<file path="src/hdl/kpx_regs.svh">
// Register offsets, field layout, reset values and input counts of the input bias/irq block
`ifndef KPX_REGS_SVH
`define KPX_REGS_SVH

`define KPX_OFS_INT_STAT_A   8'h13
`define KPX_OFS_INT_STAT_B   8'h14
`define KPX_OFS_PULL_B       8'h18
`define KPX_OFS_PULL_C       8'h19
`define KPX_OFS_PULL_D       8'h1A
`define KPX_OFS_LEVEL_A      8'h1B
`define KPX_OFS_LEVEL_B      8'h1C
`define KPX_OFS_EVT_EN_A     8'h1D
`define KPX_OFS_EVT_EN_B     8'h1E
`define KPX_OFS_INT_EN_A     8'h1F
`define KPX_OFS_INT_EN_B     8'h20

`define KPX_MASK_PULL_B      8'h0F
`define KPX_MASK_PULL_B_NOR5 8'h03
`define KPX_MASK_PULL_D      8'h03
`define KPX_MASK_GRP_A       8'h3F
`define KPX_MASK_GRP_A_NO6   8'h1F
`define KPX_MASK_GRP_B       8'h1F

`define KPX_RST_ZERO         8'h00
`define KPX_RST_PULL_B_V2    8'h03
`define KPX_RST_PULL_B_V4    8'h05
`define KPX_RST_PULL_C_V4    8'h55
`define KPX_RST_PULL_D_V2    8'h03
`define KPX_RST_PULL_D_V4    8'h01

`define KPX_NUM_INPUTS       11
`define KPX_NUM_ROW_INPUTS   6
`define KPX_ROW6_INPUT       5

`endif

</file>
<file path="src/hdl/kpx_pkg.sv">
// Types shared by the input bias/irq block
package kpx_pkg;

    typedef enum logic [1:0]
    {
        KPX_BIAS_PU_WEAK   = 2'h0,
        KPX_BIAS_PD        = 2'h1,
        KPX_BIAS_PU_STRONG = 2'h2,
        KPX_BIAS_NONE      = 2'h3
    } kpx_bias_t;

    typedef logic [10:0] kpx_vec_t;

endpackage

</file>
<file path="src/hdl/kpx_if.sv">
// Per-input signals between the register core and the input lanes
`timescale 1ns/1ps
interface kpx_if;
    logic [10:0] pin;
    logic [10:0] polarity;
    logic [10:0] clr;
    logic [10:0] int_en;
    logic [10:0] evt_en;
    wire  [10:0] flag;
    wire  [10:0] irq;

    modport lane (input pin, input polarity, input clr, input int_en, input evt_en,
                  output flag, output irq);
    modport core (output pin, output polarity, output clr, output int_en, output evt_en,
                  input flag, input irq);
endinterface

</file>
<file path="src/hdl/kpx_lane.sv">
// One input lane: level-sensitive sticky flag with clear-on-read and irq gating
`timescale 1ns/1ps
module kpx_lane #(
    parameter int IDX  = 0,
    parameter bit LIVE = 1'b1
) (
    // Clock and reset
    input  wire logic clk_i,
    input  wire logic resetn_i,
    // Lane signals
    kpx_if.lane       lif
);

    logic flag;
    logic next_flag;
    logic active;

    always_comb
    begin
        // Polarity 0 matches a low pin, 1 a high pin; a dead lane never sets
        active    = LIVE && (lif.pin[IDX] == lif.polarity[IDX]);
        // Level keeps winning over the read clear, so no sample is lost
        next_flag = active | (flag & ~lif.clr[IDX]);
    end

    always_ff @(posedge clk_i or negedge resetn_i)
    begin
        if (!resetn_i)
            flag <= 1'b0;
        else
            flag <= next_flag;
    end

    assign lif.flag[IDX] = flag;
    assign lif.irq[IDX]  = flag & lif.int_en[IDX] & ~lif.evt_en[IDX];

endmodule

</file>
<file path="src/hdl/kpx_top.sv">
// Input bias selection and interrupt-level control register block
`timescale 1ns/1ps
`include "kpx_regs.svh"
module kpx_top #(
    // Factory variant 0..4; variant 1 exposes the sixth row input
    parameter int VARIANT = 0
) (
    // Clock and reset
    input  wire logic        CORE_CLK_I,
    input  wire logic        RESETN_I,
    // Register access from the serial port engine
    input  wire logic [7:0]  REG_ADDR_I,
    input  wire logic        REG_WR_I,
    input  wire logic        REG_RD_I,
    input  wire logic [7:0]  REG_WDATA_I,
    output logic      [7:0]  REG_RDATA_O,
    output logic             REG_RVALID_O,
    // Input pins
    input  wire logic [5:0]  ROW_PIN_I,
    input  wire logic [4:0]  COL_PIN_I,
    // Bias controls for row 4, row 5, column 0..4 (index 0..6)
    output logic      [13:0] BIAS_CODE_O,
    output logic      [6:0]  PULLUP_WEAK_EN_O,
    output logic      [6:0]  PULLDOWN_EN_O,
    output logic      [6:0]  PULLUP_STRONG_EN_O,
    // Aggregate input interrupt
    output logic             AGG_INPUT_IRQ_O
);

    localparam bit ROW6_LIVE = (VARIANT == 1);

    localparam logic [7:0] RST_PULL_B = (VARIANT == 2) ? `KPX_RST_PULL_B_V2 :
                                        (VARIANT == 4) ? `KPX_RST_PULL_B_V4 :
                                        `KPX_RST_ZERO;
    localparam logic [7:0] RST_PULL_C = (VARIANT == 4) ? `KPX_RST_PULL_C_V4 :
                                        `KPX_RST_ZERO;
    localparam logic [7:0] RST_PULL_D = (VARIANT == 2) ? `KPX_RST_PULL_D_V2 :
                                        (VARIANT == 4) ? `KPX_RST_PULL_D_V4 :
                                        `KPX_RST_ZERO;

    // Writable masks; the row 5 and input 6 bits only exist in the six-row variant
    localparam logic [7:0] WMASK_PULL_B = ROW6_LIVE ? `KPX_MASK_PULL_B :
                                          `KPX_MASK_PULL_B_NOR5;
    localparam logic [7:0] WMASK_GRP_A  = ROW6_LIVE ? `KPX_MASK_GRP_A :
                                          `KPX_MASK_GRP_A_NO6;

    // Configuration storage
    logic [7:0]        pull_b;
    logic [7:0]        pull_c;
    logic [7:0]        pull_d;
    logic [7:0]        level_a;
    logic [7:0]        level_b;
    logic [7:0]        evt_en_a;
    logic [7:0]        evt_en_b;
    logic [7:0]        int_en_a;
    logic [7:0]        int_en_b;
    logic [7:0]        next_pull_b;
    logic [7:0]        next_pull_c;
    logic [7:0]        next_pull_d;
    logic [7:0]        next_level_a;
    logic [7:0]        next_level_b;
    logic [7:0]        next_evt_en_a;
    logic [7:0]        next_evt_en_b;
    logic [7:0]        next_int_en_a;
    logic [7:0]        next_int_en_b;

    // Read port and pin outputs
    logic [7:0]        rdata;
    logic              rvalid;
    logic [13:0]       bias;
    logic [6:0]        pu_weak;
    logic [6:0]        pd;
    logic [6:0]        pu_strong;
    logic              agg_irq;
    logic [7:0]        next_rdata;
    logic              next_rvalid;
    logic [13:0]       next_bias;
    logic [6:0]        next_pu_weak;
    logic [6:0]        next_pd;
    logic [6:0]        next_pu_strong;
    logic              next_agg_irq;

    kpx_if lanes ();

    genvar g;
    generate
        for (g = 0; g < `KPX_NUM_INPUTS; g++)
        begin : g_lane
            kpx_lane #(
                .IDX  (g),
                .LIVE ((g != `KPX_ROW6_INPUT) || ROW6_LIVE)
            ) u_lane (
                .clk_i    (CORE_CLK_I),
                .resetn_i (RESETN_I),
                .lif      (lanes)
            );
        end
    endgenerate

    // Inputs 1..6 are rows 0..5, inputs 7..11 are columns 0..4
    assign lanes.pin      = {COL_PIN_I, ROW_PIN_I};
    assign lanes.polarity = {level_b[4:0], level_a[5:0]};
    assign lanes.int_en   = {int_en_b[4:0], int_en_a[5:0]};
    assign lanes.evt_en   = {evt_en_b[4:0], evt_en_a[5:0]};

    // Status reads clear the group they return
    always_comb
    begin
        lanes.clr = 11'h000;
        if (REG_RD_I && (REG_ADDR_I == `KPX_OFS_INT_STAT_A))
            lanes.clr[5:0] = 6'h3F;
        if (REG_RD_I && (REG_ADDR_I == `KPX_OFS_INT_STAT_B))
            lanes.clr[10:6] = 5'h1F;
    end

    // Writes to pull_b leave its reserved bits alone, so a factory preset there survives; the other registers store zeros there
    always_comb
    begin
        next_pull_b   = pull_b;
        next_pull_c   = pull_c;
        next_pull_d   = pull_d;
        next_level_a  = level_a;
        next_level_b  = level_b;
        next_evt_en_a = evt_en_a;
        next_evt_en_b = evt_en_b;
        next_int_en_a = int_en_a;
        next_int_en_b = int_en_b;
        if (REG_WR_I)
        begin
            unique case (REG_ADDR_I)
                `KPX_OFS_PULL_B:   next_pull_b   = (REG_WDATA_I & WMASK_PULL_B) |
                                                   (pull_b & ~WMASK_PULL_B);
                `KPX_OFS_PULL_C:   next_pull_c   = REG_WDATA_I;
                `KPX_OFS_PULL_D:   next_pull_d   = REG_WDATA_I & `KPX_MASK_PULL_D;
                `KPX_OFS_LEVEL_A:  next_level_a  = REG_WDATA_I & WMASK_GRP_A;
                `KPX_OFS_LEVEL_B:  next_level_b  = REG_WDATA_I & `KPX_MASK_GRP_B;
                `KPX_OFS_EVT_EN_A: next_evt_en_a = REG_WDATA_I & WMASK_GRP_A;
                `KPX_OFS_EVT_EN_B: next_evt_en_b = REG_WDATA_I & `KPX_MASK_GRP_B;
                `KPX_OFS_INT_EN_A: next_int_en_a = REG_WDATA_I & WMASK_GRP_A;
                `KPX_OFS_INT_EN_B: next_int_en_b = REG_WDATA_I & `KPX_MASK_GRP_B;
                default:           next_pull_b   = pull_b;
            endcase
        end
    end

    always_ff @(posedge CORE_CLK_I or negedge RESETN_I)
    begin
        if (!RESETN_I)
        begin
            pull_b   <= RST_PULL_B;
            pull_c   <= RST_PULL_C;
            pull_d   <= RST_PULL_D;
            level_a  <= `KPX_RST_ZERO;
            level_b  <= `KPX_RST_ZERO;
            evt_en_a <= `KPX_RST_ZERO;
            evt_en_b <= `KPX_RST_ZERO;
            int_en_a <= `KPX_RST_ZERO;
            int_en_b <= `KPX_RST_ZERO;
        end
        else
        begin
            pull_b   <= next_pull_b;
            pull_c   <= next_pull_c;
            pull_d   <= next_pull_d;
            level_a  <= next_level_a;
            level_b  <= next_level_b;
            evt_en_a <= next_evt_en_a;
            evt_en_b <= next_evt_en_b;
            int_en_a <= next_int_en_a;
            int_en_b <= next_int_en_b;
        end
    end

    // Read data, bias decode and aggregate irq, all registered
    always_comb
    begin
        next_rvalid = REG_RD_I;
        next_rdata  = 8'h00;
        if (REG_RD_I)
        begin
            unique case (REG_ADDR_I)
                `KPX_OFS_INT_STAT_A: next_rdata = {2'h0, lanes.flag[5:0]};
                `KPX_OFS_INT_STAT_B: next_rdata = {3'h0, lanes.flag[10:6]};
                `KPX_OFS_PULL_B:     next_rdata = pull_b;
                `KPX_OFS_PULL_C:     next_rdata = pull_c;
                `KPX_OFS_PULL_D:     next_rdata = pull_d;
                `KPX_OFS_LEVEL_A:    next_rdata = level_a;
                `KPX_OFS_LEVEL_B:    next_rdata = level_b;
                `KPX_OFS_EVT_EN_A:   next_rdata = evt_en_a;
                `KPX_OFS_EVT_EN_B:   next_rdata = evt_en_b;
                `KPX_OFS_INT_EN_A:   next_rdata = int_en_a;
                `KPX_OFS_INT_EN_B:   next_rdata = int_en_b;
                default:             next_rdata = 8'h00;
            endcase
        end
        // Pin order: row 4, row 5, column 0..4
        next_bias = {pull_d[1:0], pull_c, pull_b[3:0]};
        for (int i = 0; i < 7; i++)
        begin
            next_pu_weak[i]   = (next_bias[2*i +: 2] == kpx_pkg::KPX_BIAS_PU_WEAK);
            next_pd[i]        = (next_bias[2*i +: 2] == kpx_pkg::KPX_BIAS_PD);
            next_pu_strong[i] = (next_bias[2*i +: 2] == kpx_pkg::KPX_BIAS_PU_STRONG);
        end
        // The dead row 5 pin is left unbiased rather than obeying a preset
        if (!ROW6_LIVE)
        begin
            next_pu_weak[1]   = 1'b0;
            next_pd[1]        = 1'b0;
            next_pu_strong[1] = 1'b0;
        end
        next_agg_irq = |lanes.irq;
    end

    always_ff @(posedge CORE_CLK_I or negedge RESETN_I)
    begin
        if (!RESETN_I)
        begin
            rdata     <= 8'h00;
            rvalid    <= 1'b0;
            bias      <= 14'h0000;
            pu_weak   <= 7'h00;
            pd        <= 7'h00;
            pu_strong <= 7'h00;
            agg_irq   <= 1'b0;
        end
        else
        begin
            rdata     <= next_rdata;
            rvalid    <= next_rvalid;
            bias      <= next_bias;
            pu_weak   <= next_pu_weak;
            pd        <= next_pd;
            pu_strong <= next_pu_strong;
            agg_irq   <= next_agg_irq;
        end
    end

    assign REG_RDATA_O        = rdata;
    assign REG_RVALID_O       = rvalid;
    assign BIAS_CODE_O        = bias;
    assign PULLUP_WEAK_EN_O   = pu_weak;
    assign PULLDOWN_EN_O      = pd;
    assign PULLUP_STRONG_EN_O = pu_strong;
    assign AGG_INPUT_IRQ_O    = agg_irq;

endmodule

</file>
<file path="config.mk">
export PLATFORM = sky130hd
export DESIGN_NAME = kpx_top
export DESIGN_NICKNAME = d
export VERILOG_FILES = /design/src/hdl/kpx_pkg.sv /design/src/hdl/kpx_if.sv /design/src/hdl/kpx_lane.sv /design/src/hdl/kpx_top.sv
export VERILOG_INCLUDE_DIRS = /design/src /design/src/hdl
export SDC_FILE = /design/constraint.sdc
export NUM_CORES = 1
export LEC_CHECK = 0
export ABC_AREA = 1
export BUFFER_PORTS_ARGS = -buffer_cell sky130_fd_sc_hd__clkbuf_2
export CAP_MARGIN = 0
export CORE_ASPECT_RATIO = 0.6
export CORE_MARGIN = 2
export CORE_UTILIZATION = 50
export DETAILED_ROUTE_END_ITERATION = 10
export HOLD_SLACK_MARGIN = 0.12
export PLACE_DENSITY = 0.75
export RECOVER_POWER = 100
export SYNTH_ARGS = -nofsm -noshare
export SYNTH_HDL_FRONTEND = slang
export SYNTH_SLANG_ARGS = --single-unit
</file>
<file path="constraint.sdc">
create_clock -name CORE_CLK_I -period 1 [get_ports CORE_CLK_I]
set_clock_uncertainty 0.1 [all_clocks]
set_input_delay 0.05 -clock CORE_CLK_I [delete_from_list [all_inputs] [get_ports CORE_CLK_I]]
set_output_delay 0.05 -clock CORE_CLK_I [all_outputs]
set_load 0.02 [all_outputs]
</file>
==> run_results.csv <==
group,metric,value,unit
drt,wirelength,13.56,mm
final_layout,utilization,81.14,%
global_routing,overflow,0,
drt,route.detailed.drc,0,
power,leakage,3.130,nW
logic_synthesis,synth_top_area_cell,"dfrtp_1",
floorplan,die-height,74.10,µm
floorplan,placementRows,25,
min_path,hold_depth,3,
logic_synthesis,synth_area,4095,µm²
drt,vias_per_cell,5.393,
drt,topRoutingLayerUsed,"met4",
drt,dr_wl_met2,6.280,mm
clocking,htreeDepth,3,
drt,wl_met1,5.937,mm
clocking,cts_buffer_depth,2,
placed_design,place.gp.congestion,0.9476,
logic_synthesis,muxShareOfSynthArea,0,%
logic_synthesis,yosys.area_share.simple,28.48,%
logic_synthesis,synthTopCellsByArea,"dfrtp_1 (57%), nand2_1 (12%), nor2_1 (5.8%), nand3_1 (5.1%), o21ai_0 (4.2%)",
clocking,root_buffer,"clkbuf_16",
setup_path,timing.rr.start,"g_lane[3].u_lane.flag",
timing,finalHoldViolCount,0,
min_path,worstHoldPathType,"primary input to register",
setup_path,critPathTopFamily,"simple AND/OR/NAND/NOR gates",
logic_synthesis,yosys_warnings,0,
final_layout,synthToLayoutAreaGrowth,56.80,%
logic_synthesis,synth_fa_ha_area_share,0,%
power,vdd_drop_max,1.092,mV
global_routing,grt_pass1_wl,18.55,mm
power,p_per_area,1406,nW/µm²
timing,fmax,0.8475,GHz
drt,drtPass1Iterations,5,
drt,wl_met3,1.162,mm
clocking,clock_sinks,93,
setup_path,cpPeakStageDelay,0.40,ns
drt,wl_per_cell,17.96,µm
drt,drtIter0Drc,545,
timing,drv_slew,0,
global_routing,grt_max_degree,40,
setup_path,slowest_stage,"dfrtp_1",
min_path,holdPathEnd,"pull_b[0]",
status,violations,"negative setup slack",
global_routing,antenna_found_initial,0,
final_layout,multi_input_area,1941,µm²
clocking,cts_buffers,9,
placed_design,placed_area,5114,µm²
setup_path,crit_type,"register to register",
setup_path,crit_chain,"nand3b_1 > o21ai_2 > nor4_2 > nand3_1",
setup_path,reg2reg_setup_slack,-0.18,ns
floorplan,io_pins,76,
final_layout,seq_area,2327,µm²
final_layout,fill_cells,503,
clocking,clock_latency,0.34,ns
flow_run,cap_violations,0,
logic_synthesis,syn_inst,467,
setup_path,crit_buf_inv,0,
floorplan,die_x,120.8,µm
placed_design,dp_hpwl,8.527,mm
setup_path,worstPathRequired,1.11,ns
status,status,"finished with violations",
logic_synthesis,yosysSeqAreaShare,56.83,%
setup_path,crit_fanout,2,
final_layout,stdcell_area,6421,µm²
logic_synthesis,synthXorXnorAreaFrac,2.139,%
logic_synthesis,synth_cell_types,28,
final_layout,final_nets,674,
drt,ant_nets,0,
timing,min_period,1.180,ns
setup_path,critical_path_arrival,1.29,ns
logic_synthesis,synth_top_area_share,56.83,%
logic_synthesis,syn_area_per_cell,8.769,µm²
setup_path,end_kind,"register",
setup_path,r2r_end,"AGG_INPUT_IRQ_O",
final_layout,n_antenna_cell,0,
setup_path,r2r_cells,4,
placed_design,io_buffers,69,
global_routing,grtUsageTotal,27.95,%
final_layout,drive_above_1_share,36.63,%
timing,setup_violations,61,
logic_synthesis,ys_ff_latch,93,
logic_synthesis,synth_top_family_by_area,"simple AND/OR/NAND/NOR gates",
timing,finalCritPeriodShare,118.0,%
min_path,hp-start,"REG_WDATA_I[0]",
floorplan,initial_utilization,51.75,%
clocking,cts_tree,"yes",
floorplan,die-area,8954,µm²
floorplan,core,7914,µm²
timing,rsz0062_at_grt,"true",
logic_synthesis,synth_compound_area_share,6.599,%
global_routing,first_global_vias,3644,
setup_path,start_kind,"register",
clocking,clk_pin_slew,0.06,ns
drt,vias,4072,
timing,worst_slack,-0.1800,ns
==> state kept, by name (all words and copies together), names as in the netlist <==
name                cells
BIAS_CODE_O            12
REG_RDATA_O             8
evt_en_b                5
PULLDOWN_EN_O           6
evt_en_a                5
pull_c                  8
int_en_a                5
AGG_INPUT_IRQ_O         1
PULLUP_WEAK_EN_O        6
g_lane.u_lane.flag     11
PULLUP_STRONG_EN_O      6
pull_d                  2
level_b                 5
int_en_b                5
REG_RVALID_O            1
level_a                 5
pull_b                  2
==> power breakdown <==
part / switching, mW / leakage (nW) / internal (mW)
Combinational: 0.718 / 1.79 / 0.563
Clock: 1.40 / 0.159 / 2.32
Sequential: 0.109 / 1.18 / 3.92
Total: 2.22 / 3.13 / 6.80
==> cell type report <==
type | instances | area share, %
tap | 108 | 2.104
multi-input combinational | 331 | 30.22
clock buffer | 12 | 3.995
clock inverter | 3 | 1.072
timing repair buffer | 167 | 23.64
inverter | 41 | 2.728
sequential | 93 | 36.24
==> per-stage QoR <==
step | hold WS (ns) | total power, mW | TNS [ns] | setup WS [ns] | cells
after CTS | 0.02193 | 8.787 | -1.911 | -0.2555 | 740
final | 0.07122 | 9.027 | -3.394 | -0.1800 | 755
after detailed placement | -0.1636 | 5.025 | -20.13 | -0.4602 | 702
after floorplan | -0.3456 | 4.494 | -0.02879 | -0.02245 | 471
after global placement | -0.1679 | 4.991 | -17.69 | -0.4087 | 702
after global routing | 0.08961 | 9.304 | -5.324 | -0.2450 | 755
==> Yosys cell counts, drive strengths merged <==
master and number:
nand2 132, dfrtp 93, nor2 74, o21ai 47, nand3 46, inv 41, buf 11, xor2 10
a21oi 3, nand4 3, o22ai 2, conb 1, nand3b 1, nor3 1, nor4 1, o211ai 1
==> cell families (layout without fill, tap and decap cells) <==
family	Yosys count	count (layout)
AND/OR/NAND/NOR	258	263
AO/OA/AOI/OAI	53	53
XOR/XNOR	10	10
buffers and inverters	52	223
flip-flops	93	93
other	1	5
==> cell usage in the layout (no fill, tap or decap), types with 11 or more instances in the layout <==
cell / count
o21ai_2: 13
o21ai_1: 24
buf_4: 45
inv_1: 30
clkbuf_1: 15
clkbuf_16: 11
nand3_1: 36
dfrtp_1: 93
nand2_1: 110
buf_6: 53
nand2_2: 15
nor2_1: 56
clkbuf_2: 24
dlygate4sd3_1: 18
nor2_4: 14
==> what timing repair did <==
item,CTS,global route
pin swaps,25,33
cloned,2,6
setup buffers,3,10
endpoints found under the hold margin,151,34
gates resized for setup,21,218
setup endpoints to repair,61,100
hold buffers,18,1
==> worst register-to-register path, stage by stage, from the launching register on <==
cell      delay [ns]
dfrtp_1         0.40
nand3b_1        0.11
o21ai_2         0.11
nor4_2          0.21
nand3_1         0.12
==> how the worst max path moves through the flow <==
stage	start	to	slack [ns]	cells after the start
after floorplan	g_lane[4].u_lane.flag	AGG_INPUT_IRQ_O	-0.02	4
after global placement	REG_ADDR_I[7]	evt_en_a[1]	-0.41	8
after detailed placement	REG_ADDR_I[2]	evt_en_a[1]	-0.46	9
after CTS	g_lane[3].u_lane.flag	AGG_INPUT_IRQ_O	-0.26	4
after global routing	g_lane[3].u_lane.flag	AGG_INPUT_IRQ_O	-0.25	4
final	g_lane[3].u_lane.flag	AGG_INPUT_IRQ_O	-0.18	4
==> per-layer routing <==
metal,global-route usage [%],vias up
met3,7.362,23
met2,43.07,194
met5,0,-
met1,40.34,2012
li1,-,1843
met4,6.331,0
No activity file was read; power rests on OpenSTA's default activity.
